==> config.mk <==
export PLATFORM = sky130hd
export DESIGN_NAME = i2a_master
export DESIGN_NICKNAME = d
export VERILOG_FILES = /design/src/logic/i2a_pkg.sv /design/src/logic/i2a_opclk.sv /design/src/logic/i2a_master.sv
export VERILOG_INCLUDE_DIRS = /design/src /design/src/logic
export SDC_FILE = /design/constraint.sdc
export NUM_CORES = 1
export LEC_CHECK = 0
export BUFFER_PORTS_ARGS = -buffer_cell sky130_fd_sc_hd__buf_2
export CAP_MARGIN = 20
export CORE_ASPECT_RATIO = 1.4
export CORE_MARGIN = 2
export CORE_UTILIZATION = 50
export DETAILED_ROUTE_END_ITERATION = 10
export GPL_TIMING_DRIVEN = 0
export PLACE_DENSITY_LB_ADDON = 0.12
export REMOVE_ABC_BUFFERS = 1
export SETUP_SLACK_MARGIN = 0.02
export SLEW_MARGIN = 40
export SYNTH_ARGS = -nofsm -noshare
export SYNTH_HDL_FRONTEND = slang
export SYNTH_SLANG_ARGS = --single-unit
==> constraint.sdc <==
create_clock -name i_clk -period 4.82 [get_ports i_clk]
set_input_delay 0.482 -clock i_clk [delete_from_list [all_inputs] [get_ports i_clk]]
set_output_delay 0.482 -clock i_clk [all_outputs]
set_load 0.1 [all_outputs]
==> src/logic/i2a_defines.svh <==
// Purpose: Shared constants of the two-wire address/data master channel.
// Assumes: Included by file name from the logic/ folder.
// Notes: Counts are in operation clock enables or bit slots.
`ifndef I2A_DEFINES_SVH
`define I2A_DEFINES_SVH

// ****************************************
// Frame layout
// ****************************************
`define I2A_DATA_BITS 4'h8
`define I2A_ACK_SLOT 4'h8
`define I2A_BIT_ZERO 4'h0
`define I2A_BIT_ONE 4'h1

// ****************************************
// Default divider and byte register settings
// ****************************************
`define I2A_DIV_A_RST 8'h00
`define I2A_DIV_B_RST 8'h00
`define I2A_BYTE_RST 8'h00

`endif

==> src/logic/i2a_pkg.sv <==
// Purpose: Types of the two-wire master channel.
// Assumes: Constants live in i2a_defines.svh.
// Notes: Structs group software control and status bits.
package i2a_pkg;

    // ****************************************
    // Frame sequencer states, Gray except on the return from I2A_HIGH to I2A_IDLE
    // ****************************************
    typedef enum logic [1:0] {
        I2A_IDLE = 2'h0,
        I2A_LOW = 2'h1,
        I2A_HIGH = 2'h3
    } i2a_state_e;

    // ****************************************
    // Software control bits
    // ****************************************
    typedef struct packed {
        logic clk_sel;        // 0: prescaler_clock_a, 1: prescaler_clock_b
        logic rx_mode;        // Frame is a reception
        logic output_enable;  // serial_output_enable_bit
        logic data_level;     // data_output_level_bit
        logic clock_level;    // Clock line level while the channel is stopped
    } i2a_cfg_s;

    typedef struct packed {
        logic ack;
        logic overrun;
    } i2a_err_s;

    typedef struct packed {
        logic busy;
        logic channel_on;
        logic buf_full;
        logic overrun;
        logic ack_err;        // ack_error_flag, parity flag position
    } i2a_status_s;

endpackage : i2a_pkg

==> src/logic/i2a_opclk.sv <==
// Purpose: Channel operation clock select and half-bit enable divider.
// Assumes: Single clock domain; all outputs are one-cycle enables.
// Notes: Divider restarts while the frame is not running.
`timescale 1ns/1ps
`include "i2a_defines.svh"

module i2a_opclk #(
    parameter int PSC_W = 8,
    parameter int BIT_W = 7
) (
    // Clock and reset
    input wire logic i_clk,
    input wire logic i_reset,
    // Control
    input wire logic i_run,
    input wire logic i_sel,
    input wire logic [PSC_W-1:0] i_div_a,
    input wire logic [PSC_W-1:0] i_div_b,
    input wire logic [BIT_W-1:0] i_bit_div,
    // Enables
    output logic o_half_tick
);

    logic [PSC_W-1:0] cnt_a_r, cnt_a_nxt;
    logic [PSC_W-1:0] cnt_b_r, cnt_b_nxt;
    logic [BIT_W-1:0] cnt_bit_r, cnt_bit_nxt;
    logic tick_r, tick_nxt;
    logic op_en;

    always_comb begin
        cnt_a_nxt = (cnt_a_r >= i_div_a) ? '0 : cnt_a_r + 1'b1;
        cnt_b_nxt = (cnt_b_r >= i_div_b) ? '0 : cnt_b_r + 1'b1;
        // channel_operation_clock source
        op_en = i_sel ? (cnt_b_r >= i_div_b) : (cnt_a_r >= i_div_a);
        cnt_bit_nxt = cnt_bit_r;
        tick_nxt = 1'b0;
        if (!i_run) begin
            cnt_bit_nxt = '0;
        end else if (op_en) begin
            if (cnt_bit_r >= i_bit_div) begin
                cnt_bit_nxt = '0;
                tick_nxt = 1'b1;
            end else begin
                cnt_bit_nxt = cnt_bit_r + 1'b1;
            end
        end
    end

    always_ff @(posedge i_clk) begin
        if (i_reset) begin
            cnt_a_r <= '0;
            cnt_b_r <= '0;
            cnt_bit_r <= '0;
            tick_r <= 1'b0;
        end else begin
            cnt_a_r <= cnt_a_nxt;
            cnt_b_r <= cnt_b_nxt;
            cnt_bit_r <= cnt_bit_nxt;
            tick_r <= tick_nxt;
        end
    end

    assign o_half_tick = tick_r;

endmodule : i2a_opclk

==> src/logic/i2a_master.sv <==
// Purpose: Master-only two-wire channel: address, data tx/rx frames.
// Assumes: Software sequences start and stop through the level inputs.
// Notes: One instance per channel; outputs are open-drain enables.
`timescale 1ns/1ps
`include "i2a_defines.svh"

module i2a_master
    import i2a_pkg::*;
#(
    parameter int CH_INDEX = 0,  // 0 or 1
    parameter int PSC_W = 8,
    parameter int BIT_W = 7
) (
    // Clock and reset
    input wire logic i_clk,
    input wire logic i_reset,
    // Configuration
    input wire i2a_cfg_s i_cfg,
    input wire logic [PSC_W-1:0] i_div_a,
    input wire logic [PSC_W-1:0] i_div_b,
    input wire logic [BIT_W-1:0] i_bit_div,
    // Software strobes
    input wire logic i_channel_start,
    input wire logic i_channel_stop,
    input wire logic i_data_write,
    input wire logic [7:0] i_tx_byte,
    input wire logic i_rx_read,
    input wire i2a_err_s i_err_clear,
    // Data pin
    input wire logic i_sda_in,
    output logic o_sda_out,
    output logic o_sda_oe,
    // Clock pin
    output logic o_scl_out,
    output logic o_scl_oe,
    // Results
    output logic [7:0] o_rx_byte,
    output i2a_status_s o_status,
    output logic o_transfer_end
);

    // ****************************************
    // Data line synchroniser
    // ****************************************
    logic sda_s1_r, sda_s2_r, sda_s3_r;
    logic sda_lvl_r, sda_lvl_nxt;

    always_comb begin
        sda_lvl_nxt = (sda_s2_r == sda_s3_r) ? sda_s2_r : sda_lvl_r;
    end

    always_ff @(posedge i_clk) begin
        if (i_reset) begin
            sda_s1_r <= 1'b1;
            sda_s2_r <= 1'b1;
            sda_s3_r <= 1'b1;
            sda_lvl_r <= 1'b1;
        end else begin
            sda_s1_r <= i_sda_in;
            sda_s2_r <= sda_s1_r;
            sda_s3_r <= sda_s2_r;
            sda_lvl_r <= sda_lvl_nxt;
        end
    end

    // ****************************************
    // Frame sequencer
    // ****************************************
    i2a_state_e state_r, state_nxt;
    logic [3:0] bit_r, bit_nxt;
    logic [7:0] shift_r, shift_nxt;
    logic [7:0] rx_r, rx_nxt;
    logic chan_r, chan_nxt;
    logic rxm_r, rxm_nxt;
    logic full_r, full_nxt;
    logic ovr_r, ovr_nxt;
    logic ack_r, ack_nxt;
    logic end_r, end_nxt;
    logic scl_r, scl_nxt;
    logic sda_r, sda_nxt;
    logic sda_oe_r, sda_oe_nxt, scl_oe_r, scl_oe_nxt;
    logic half_tick;
    logic slot_bit;
    logic ack_set, ovr_set, full_set;

    i2a_opclk #(
        .PSC_W(PSC_W),
        .BIT_W(BIT_W)
    ) i2a_opclk_i (
        .i_clk(i_clk),
        .i_reset(i_reset),
        .i_run(state_r != I2A_IDLE),
        .i_sel(i_cfg.clk_sel),
        .i_div_a(i_div_a),
        .i_div_b(i_div_b),
        .i_bit_div(i_bit_div),
        .o_half_tick(half_tick)
    );

    always_comb begin
        state_nxt = state_r;
        bit_nxt = bit_r;
        shift_nxt = shift_r;
        rx_nxt = rx_r;
        chan_nxt = chan_r;
        rxm_nxt = rxm_r;
        end_nxt = 1'b0;
        ack_set = 1'b0;
        ovr_set = 1'b0;
        full_set = 1'b0;
        // Start wins over a stop in the same cycle
        if (i_channel_stop) begin
            chan_nxt = 1'b0;
        end
        if (i_channel_start) begin
            chan_nxt = 1'b1;
        end
        // Ack slot: receiver acks unless output enable was cleared
        if (bit_r == `I2A_ACK_SLOT) begin
            slot_bit = !(rxm_r && i_cfg.output_enable);
        end else begin
            slot_bit = shift_r[7];
        end
        case (state_r)
            I2A_IDLE: begin
                // Address or data frame, no parity
                if (chan_r && i_data_write) begin
                    shift_nxt = i_tx_byte;
                    rxm_nxt = i_cfg.rx_mode;
                    bit_nxt = `I2A_BIT_ZERO;
                    state_nxt = I2A_LOW;
                end
            end
            I2A_LOW: begin
                if (half_tick) begin
                    state_nxt = I2A_HIGH;
                end
            end
            I2A_HIGH: begin
                if (half_tick) begin
                    if (bit_r == `I2A_ACK_SLOT) begin
                        state_nxt = I2A_IDLE;
                        end_nxt = 1'b1;
                        if (rxm_r) begin
                            rx_nxt = shift_r;
                            full_set = 1'b1;
                            ovr_set = full_r && !i_rx_read;
                        end else begin
                            ack_set = sda_lvl_r;
                        end
                    end else begin
                        shift_nxt = {shift_r[6:0], sda_lvl_r};
                        bit_nxt = bit_r + `I2A_BIT_ONE;
                        state_nxt = I2A_LOW;
                    end
                end
            end
            default: begin
                state_nxt = I2A_IDLE;
            end
        endcase
        // Flags: a set in the clearing cycle wins
        ack_nxt = (ack_r && !i_err_clear.ack) || ack_set;
        ovr_nxt = (ovr_r && !i_err_clear.overrun) || ovr_set;
        full_nxt = (full_r && !i_rx_read) || full_set;
        // Master owns the clock line; no stretching seen
        case (state_nxt)
            I2A_LOW: scl_nxt = 1'b0;
            I2A_HIGH: scl_nxt = 1'b1;
            default: scl_nxt = chan_nxt ? (scl_r && state_r == I2A_IDLE) : i_cfg.clock_level;
        endcase
        // Software level while output is disabled makes start and stop
        if (!i_cfg.output_enable) begin
            sda_nxt = i_cfg.data_level;
        end else if (state_nxt == I2A_IDLE) begin
            // Hold under a high clock, else setting output enable turns a start into a stop
            sda_nxt = scl_r ? sda_r : 1'b1;
        end else if (state_r == I2A_IDLE) begin
            sda_nxt = i_tx_byte[7];
        end else if (state_r == I2A_HIGH && state_nxt == I2A_LOW) begin
            sda_nxt = (bit_nxt == `I2A_ACK_SLOT) ? !(rxm_r && i_cfg.output_enable)
                                                : shift_nxt[7];
        end else begin
            sda_nxt = slot_bit;
        end
        sda_oe_nxt = !sda_nxt;
        scl_oe_nxt = !scl_nxt;
    end

    always_ff @(posedge i_clk) begin
        if (i_reset) begin
            state_r <= I2A_IDLE;
            bit_r <= `I2A_BIT_ZERO;
            shift_r <= `I2A_BYTE_RST;
            rx_r <= `I2A_BYTE_RST;
            chan_r <= 1'b0;
            rxm_r <= 1'b0;
            full_r <= 1'b0;
            ovr_r <= 1'b0;
            ack_r <= 1'b0;
            end_r <= 1'b0;
            scl_r <= 1'b1;
            sda_r <= 1'b1;
            sda_oe_r <= 1'b0;
            scl_oe_r <= 1'b0;
        end else begin
            state_r <= state_nxt;
            bit_r <= bit_nxt;
            shift_r <= shift_nxt;
            rx_r <= rx_nxt;
            chan_r <= chan_nxt;
            rxm_r <= rxm_nxt;
            full_r <= full_nxt;
            ovr_r <= ovr_nxt;
            ack_r <= ack_nxt;
            end_r <= end_nxt;
            scl_r <= scl_nxt;
            sda_r <= sda_nxt;
            sda_oe_r <= sda_oe_nxt;
            scl_oe_r <= scl_oe_nxt;
        end
    end

    // ****************************************
    // Outputs
    // ****************************************
    // Open drain: only ever pull low
    assign o_sda_out = 1'b0;
    assign o_scl_out = 1'b0;
    assign o_sda_oe = sda_oe_r;
    assign o_scl_oe = scl_oe_r;
    assign o_rx_byte = rx_r;
    assign o_transfer_end = end_r;
    // Low bit of the Gray state marks a running frame
    assign o_status = '{busy: state_r[0], channel_on: chan_r,
                        buf_full: full_r, overrun: ovr_r, ack_err: ack_r};

    // ****************************************
    // Checks
    // ****************************************
    chk_ack_error: assert property (@(posedge i_clk) disable iff (i_reset)
        (state_r == I2A_HIGH && half_tick && bit_r == `I2A_ACK_SLOT && !rxm_r && sda_lvl_r)
        |=> ack_r)
        else $error("ack error flag not set");
    chk_end_pulse: assert property (@(posedge i_clk) disable iff (i_reset)
        o_transfer_end |=> !o_transfer_end && state_r == I2A_IDLE)
        else $error("transfer end not a single pulse");
    chk_frame_len: assert property (@(posedge i_clk) disable iff (i_reset)
        bit_r <= `I2A_ACK_SLOT)
        else $error("frame longer than nine slots");
    chk_idle_level: assert property (@(posedge i_clk) disable iff (i_reset)
        (!i_cfg.output_enable ##1 !i_cfg.output_enable) |-> o_sda_oe == !$past(i_cfg.data_level))
        else $error("data line does not follow software level");
    chk_msb_first: assert property (@(posedge i_clk) disable iff (i_reset)
        (state_r == I2A_HIGH && bit_r < `I2A_ACK_SLOT && i_cfg.output_enable)
        |-> o_sda_oe == !shift_r[7])
        else $error("data bit not MSB first");
    chk_rx_ack: assert property (@(posedge i_clk) disable iff (i_reset)
        (state_r == I2A_HIGH && bit_r == `I2A_ACK_SLOT && rxm_r && i_cfg.output_enable)
        |-> o_sda_oe)
        else $error("receiver ack not driven");
    chk_overrun: assert property (@(posedge i_clk) disable iff (i_reset)
        (state_r == I2A_HIGH && half_tick && bit_r == `I2A_ACK_SLOT && rxm_r
         && full_r && !i_rx_read) |=> ovr_r && full_r)
        else $error("overrun not flagged");
    chk_clock_phase: assert property (@(posedge i_clk) disable iff (i_reset)
        (state_r == I2A_LOW) |-> ##1 (o_scl_oe || state_r == I2A_HIGH))
        else $error("clock line released in low phase");
    chk_start_gate: assert property (@(posedge i_clk) disable iff (i_reset)
        (state_r == I2A_IDLE && !chan_r) |=> state_r == I2A_IDLE)
        else $error("frame started with channel stopped");

endmodule : i2a_master

**Word-level counts from Yosys, hierarchy flattened**

Cells that the tools add are included.

- Bits in registers: 60
- Bits of input ports: 45
- Output and inout port bits: 18

- Add/sub/neg operators: 4
- Magnitude comparators: 3
- Eq/ne operators: 10
- Muxes and demuxes: 40
- Bitwise logic cells: 4
- Reductions and logical operators: 28

Operators by type and width:

| cell | number |
|---|---|
| 1-bit two-way mux | 26 |
| 8-bit two-way mux | 3 |
| 8-bit by 1-bit adder with 8-bit output, second input constant | 2 |
| 8-bit greater-or-equal comparator | 2 |
| 8-bit case mux with 2 select lines | 1 |
| 4-bit two-way mux | 3 |
| 4-bit equality test, second input constant | 2 |
| 4-bit case mux with 2 select lines | 1 |
| 4-bit AND reduction | 2 |
| 7-bit by 1-bit adder with 7-bit output, second input constant | 1 |
| 7-bit greater-or-equal comparator | 1 |
| 1-bit logical AND | 7 |
| 7-bit two-way mux | 1 |
| 1-bit logical NOT | 6 |
| 2-bit two-way mux | 3 |
| 2-bit case mux with 3 select lines | 1 |
| 2-bit OR reduction | 3 |
| 3-bit OR reduction | 2 |
| 4-bit by 1-bit adder with 4-bit output, second input constant | 1 |
| 2-bit by 1-bit equality test with 1-bit output, second input constant | 2 |
| 2-bit equality test, second input constant | 2 |
| 2-bit logical NOT | 2 |
| 2-bit != test, second input constant | 2 |
| 1-bit NOT | 4 |
| 6 further kinds | 9 |

**Depth between registers and ports, before layout**

- Depth after elaboration: 11
- Gate-level depth with buffers: 10
- Mapped depth without buffers: 9

**Hierarchy**

From an unflattened synthesis, not the netlist that was laid out.

- Cell total of the unflattened synthesis: 401
- Area total of the unflattened synthesis: 3429.5 µm²

Modules (own cells, without submodules):

| module | instances | cells an instance | area each (µm²) |
|---|---|---|---|
| i2a_master | 1 | 212 | 1823.0 |
| i2a_opclk | 1 | 189 | 1606.5 |

**Least setup slack after synthesis**

No wires, ideal clock.

- Path type: input to register
- Start: input i_div_b[0]
- End: register i2a_opclk_i.cnt_bit_r[2]
- Data arrival time: 2.191 ns
- Slack: 2.511 ns
- Stages: 7
- Cell sequence: ha_1 > nand2b_1 > a21o_1 > a211o_1 > a211oi_2 > nor4b_2 > a32o_1

- Cells in the longest elaborated chain, start to end: 2

Ends and longest elaborated chain:

| what | RTL line | source |
|---|---|---|
| start: declaration | i2a_master.sv:20 | `input wire logic [PSC_W-1:0] i_div_b,` |
| 8-bit greater-or-equal comparator | i2a_opclk.sv:34 | `op_en = i_sel ? (cnt_b_r >= i_div_b) : (cnt_a_r >= i_div_a);` |
| 1-bit two-way mux | i2a_opclk.sv:34 |  |
| end signal: assignment | i2a_opclk.sv:58 | `cnt_bit_r <= cnt_bit_nxt;` |
| end: declaration | i2a_opclk.sv:26 | `logic [BIT_W-1:0] cnt_bit_r, cnt_bit_nxt;` |

No other way between the ends.
A chain may end at the register's enable or synchronous reset.

**Worst setup path after layout**

- Start: register state_r[0]
- End: register sda_r

- Cells in the longest elaborated chain, start to end: 8
- Elaborated cells between the ends (all ways): 18

Ends and longest elaborated chain:

| what | RTL line | source |
|---|---|---|
| start: declaration | i2a_master.sv:69 | `i2a_state_e state_r, state_nxt;` |
| start signal: assignment | i2a_master.sv:207 | `state_r <= state_nxt;` |
| 2-bit equality test (tied with other cells) | i2a_master.sv:124, i2a_master.sv:180 |  |
| 4-bit case mux with 2 select lines or 2-bit case mux with 3 select lines (tied branches) | i2a_master.sv:124 | `case (state_r)` |
| 4-bit equality test (no source line) or 2-bit by 1-bit equality test with 1-bit output (tied branches) | n/a |  |
| 1-bit two-way mux or 1-bit logical AND (tied branches) | i2a_master.sv:181, i2a_master.sv:180 |  |
| 1-bit two-way mux | i2a_master.sv:180 | `end else if (state_r == I2A_HIGH && state_nxt == I2A_LOW) begin` |
| 1-bit two-way mux | i2a_master.sv:178 | `end else if (state_r == I2A_IDLE) begin` |
| 1-bit two-way mux (*) | i2a_master.sv:175 | `end else if (state_nxt == I2A_IDLE) begin` |
| 1-bit two-way mux (*) | i2a_master.sv:173 | `if (!i_cfg.output_enable) begin` |
| end signal: assignment | i2a_master.sv:218 | `sda_r <= sda_nxt;` |
| end: declaration | i2a_master.sv:80 | `logic sda_r, sda_nxt;` |

Every way passes the cells marked *; elsewhere a longest branch is shown, timed or not.

==> impl_metrics.yaml <==
status:
  status: "complete, no violations"
grt:
  grt_max_degree: 40
  antenna_found_initial: 0
  overflow: 0
  track_usage: 0.198
  grt_pass1_wl_um: 11800
  grt_pass1_vias: 2800
synthesis:
  synthTopCellsByArea: "dfxtp_1 35%, ha_1 12%, nor2_1 5.3%"
  synth_cell_types: 61
  avgSynthCellArea_um2: 8.46
  synth_top_area_frac: 0.350
  netlist_area_um2: 3430
  yosys_warnings: 0
  ys_seq_area_frac: 0.350
  synthCells: 405
  synth_largest_area_cell: "dfxtp_1"
  synth_edf_count: 0
  async_reset_ff_frac: 0
  synth_ff_type: "dfxtp_1"
  synth-seq-cells: 60
worst_setup_path:
  worstPathArrival_ns: 3.04
  path_buf_inv: 1
  critPathKind: "flip-flop to flip-flop"
  crit_path_start_kind: "flip-flop"
  r2r_end: "sda_r"
  slowest_stage: "or3b_2"
  r2r_start: "state_r[0]"
  reg2regPathDepth: 8
  path_cells: "inv_1, ha_1, or3b_2, mux2i_1, o22ai_1, nor4_1, o211ai_1, a2111o_1"
  r2r_slack_ns: 2.01
  critPathMaxFanout: 13
  max_stage_delay_ns: 0.53
  worstPathRequired_ns: 5.05
  end_kind: "flip-flop"
  critPathTopFamily: "simple AND/OR/NAND/NOR gates"
timing:
  setup_viol: 0
  fin_hold_ws_ns: 0.329
  rsz0062_at_grt: "no"
  fin_ws_ns: 2.01
  fin_crit_ns: 2.81
  period_share: 0.584
  timing.fmax_ghz: 0.356
  tightest_slew_ns: 0.724
  slew_violations: 0
  fin_skew_ns: 0.00528
  slew_headroom: 0.516
  fin_setup_tns_ns: 0
  hold_violations: 0
drt:
  ant_nets: 0
  vias: 2982
  drtPass1Iterations: 7
  via_per_inst: 5.37
  wirelength_um: 6940
  wl_per_cell_um: 12.5
  drcViolationCount: 0
  drt-initial-drc-count: 94
clock_tree:
  postCtsHoldBufs: 0
  cts.reportedPaths.clkPinSlew_ns: 0.07
  clock-sinks: 60
  cts_made_buffers: 9
  htree_num_levels: 3
  cts_resized: 0
  clockBufferDepth: 2
  cts_setup_buffers: 0
  insertion_delay_ns: 0.34
  cts-root-buf: "clkbuf_8"
  cts_tree: "yes"
cells_and_area:
  area_delta_synth_final_pct: 16.0
  layout_common_cells: "60 x dfxtp_1, 60 x buf_2, 48 x nor2_1, 41 x inv_1, 33 x ha_1"
  layout.nets: 536
  antennaDiodeCount: 0
  final_cells: 555
  layout-drive-gt1-share: 0.212
floorplanning:
  core.rowCount: 35
  coreArea_um2: 6610
  io_pins: 63
  die_h_um: 102
  initial_utilization: 0.518
  die_x_um: 74.0
  die_area_um2: 7540
power:
  power-per-cell-area_nw_per_um2: 313
  totalPowerFinal_uw: 1250
  peakVddDrop_mv: 0.247
  power_leakage_uw: 0.00181
place:
  port_buffers: 60
  placed_cells: 539
  pre_cts_slack_ns: 2.05
  dp_hpwl_um: 5220
  gp_congestion: 0.832
min_path:
  whs_endpoint: "sda_s1_r"
  holdCritPathClass: "primary input to flip-flop"
  hp-start: "i_sda_in"
  worstHoldPathCells: 2
job:
  drv_cap: 0
cells by family (layout without fill, tap and decap cells):
family	after synthesis	count (layout)	share of synthesized area
simple gates	143	143	0.208
compound gates	90	90	0.194
flops	60	60	0.350
buf+inv	60	117	0.0778
fa+ha+maj	33	33	0.120
xor+xnor	12	12	0.0307
mux	6	6	0.0175
other cells	1	2	0.00109
cell usage after synthesis, types with 4 or more instances:
| library cell | number |
|---|---|
| a211o_1 | 9 |
| a21oi_1 | 28 |
| a22oi_1 | 8 |
| a32o_1 | 5 |
| buf_4 | 8 |
| clkbuf_1 | 6 |
| dfxtp_1 | 60 |
| ha_1 | 33 |
| inv_1 | 41 |
| mux2i_1 | 6 |
| nand2_1 | 27 |
| nand2b_1 | 5 |
| nand3_1 | 18 |
| nor2_1 | 48 |
| nor2b_1 | 6 |
| nor3_1 | 10 |
| o21ai_0 | 11 |
| or2_2 | 10 |
| xnor2_1 | 4 |
| xor2_1 | 8 |
worst max path at each step:
stage / startpoint / endpoint / depth (start not counted)
floorplan: state_r[0] / sda_r / 8
global placement: state_r[0] / sda_r / 8
detailed placement: state_r[0] / sda_r / 8
CTS: state_r[0] / sda_r / 8
global route: state_r[0] / o_sda_oe / 8
finish: state_r[0] / sda_r / 8
where the power goes:
part / switching [uW] / internal, uW
Sequential: 14.0 / 510
Clock: 200 / 341
Combinational: 116 / 64.0
Total: 330 / 916
final cells by class:
type,count,area [um2]
Clock buffer,9,124
Tap cell,92,115
Sequential cell,60,1200
Inverter,41,154
Multi-Input combinational cell,286,1970
Clock inverter,7,115
Fill cell,593,2640
Timing Repair Buffer,60,300
sequential cells by signal, indices dropped and copies added (netlist names), 2 cells and up:
| name | cells |
|---|---|
| i2a_opclk_i.cnt_a_r | 8 |
| i2a_opclk_i.cnt_b_r | 8 |
| o_rx_byte | 8 |
| shift_r | 8 |
| i2a_opclk_i.cnt_bit_r | 7 |
| bit_r | 4 |
| state_r | 2 |
worst reg2reg max path, delay by kind of cell, from the launching register on:
family / cells / cell delay, ns
adder cells (fa/ha/maj): 1 / 0.49
multiplexers: 1 / 0.21
AO/OA/AOI/OAI: 3 / 0.70
flip-flops: 1 / 0.44
buffers and inverters: 1 / 0.11
AND/OR/NAND/NOR: 2 / 0.76
per-stage QoR:
| step | utilization | instance area [um2] |
|---|---|---|
| floorplan | - | 3320 |
| global placement | 0.565 | 3730 |
| detailed placement | 0.565 | 3730 |
| CTS | 0.601 | 3970 |
| global route | 0.601 | 3980 |
| finish | 0.601 | 3980 |
layer usage:
layer  wire length (um)  global-route usage  part of all wire  vias to the layer above
met5                  0                   0                 0                        -
met4                101              0.0685             0.015                        0
met3                322              0.0483             0.046                       11
met2               3510               0.360              0.51                       66
met1               3010               0.219              0.43                     1396
li1                   -                   -                 -                     1509
Note: power is estimated with default switching activity, not from simulation.
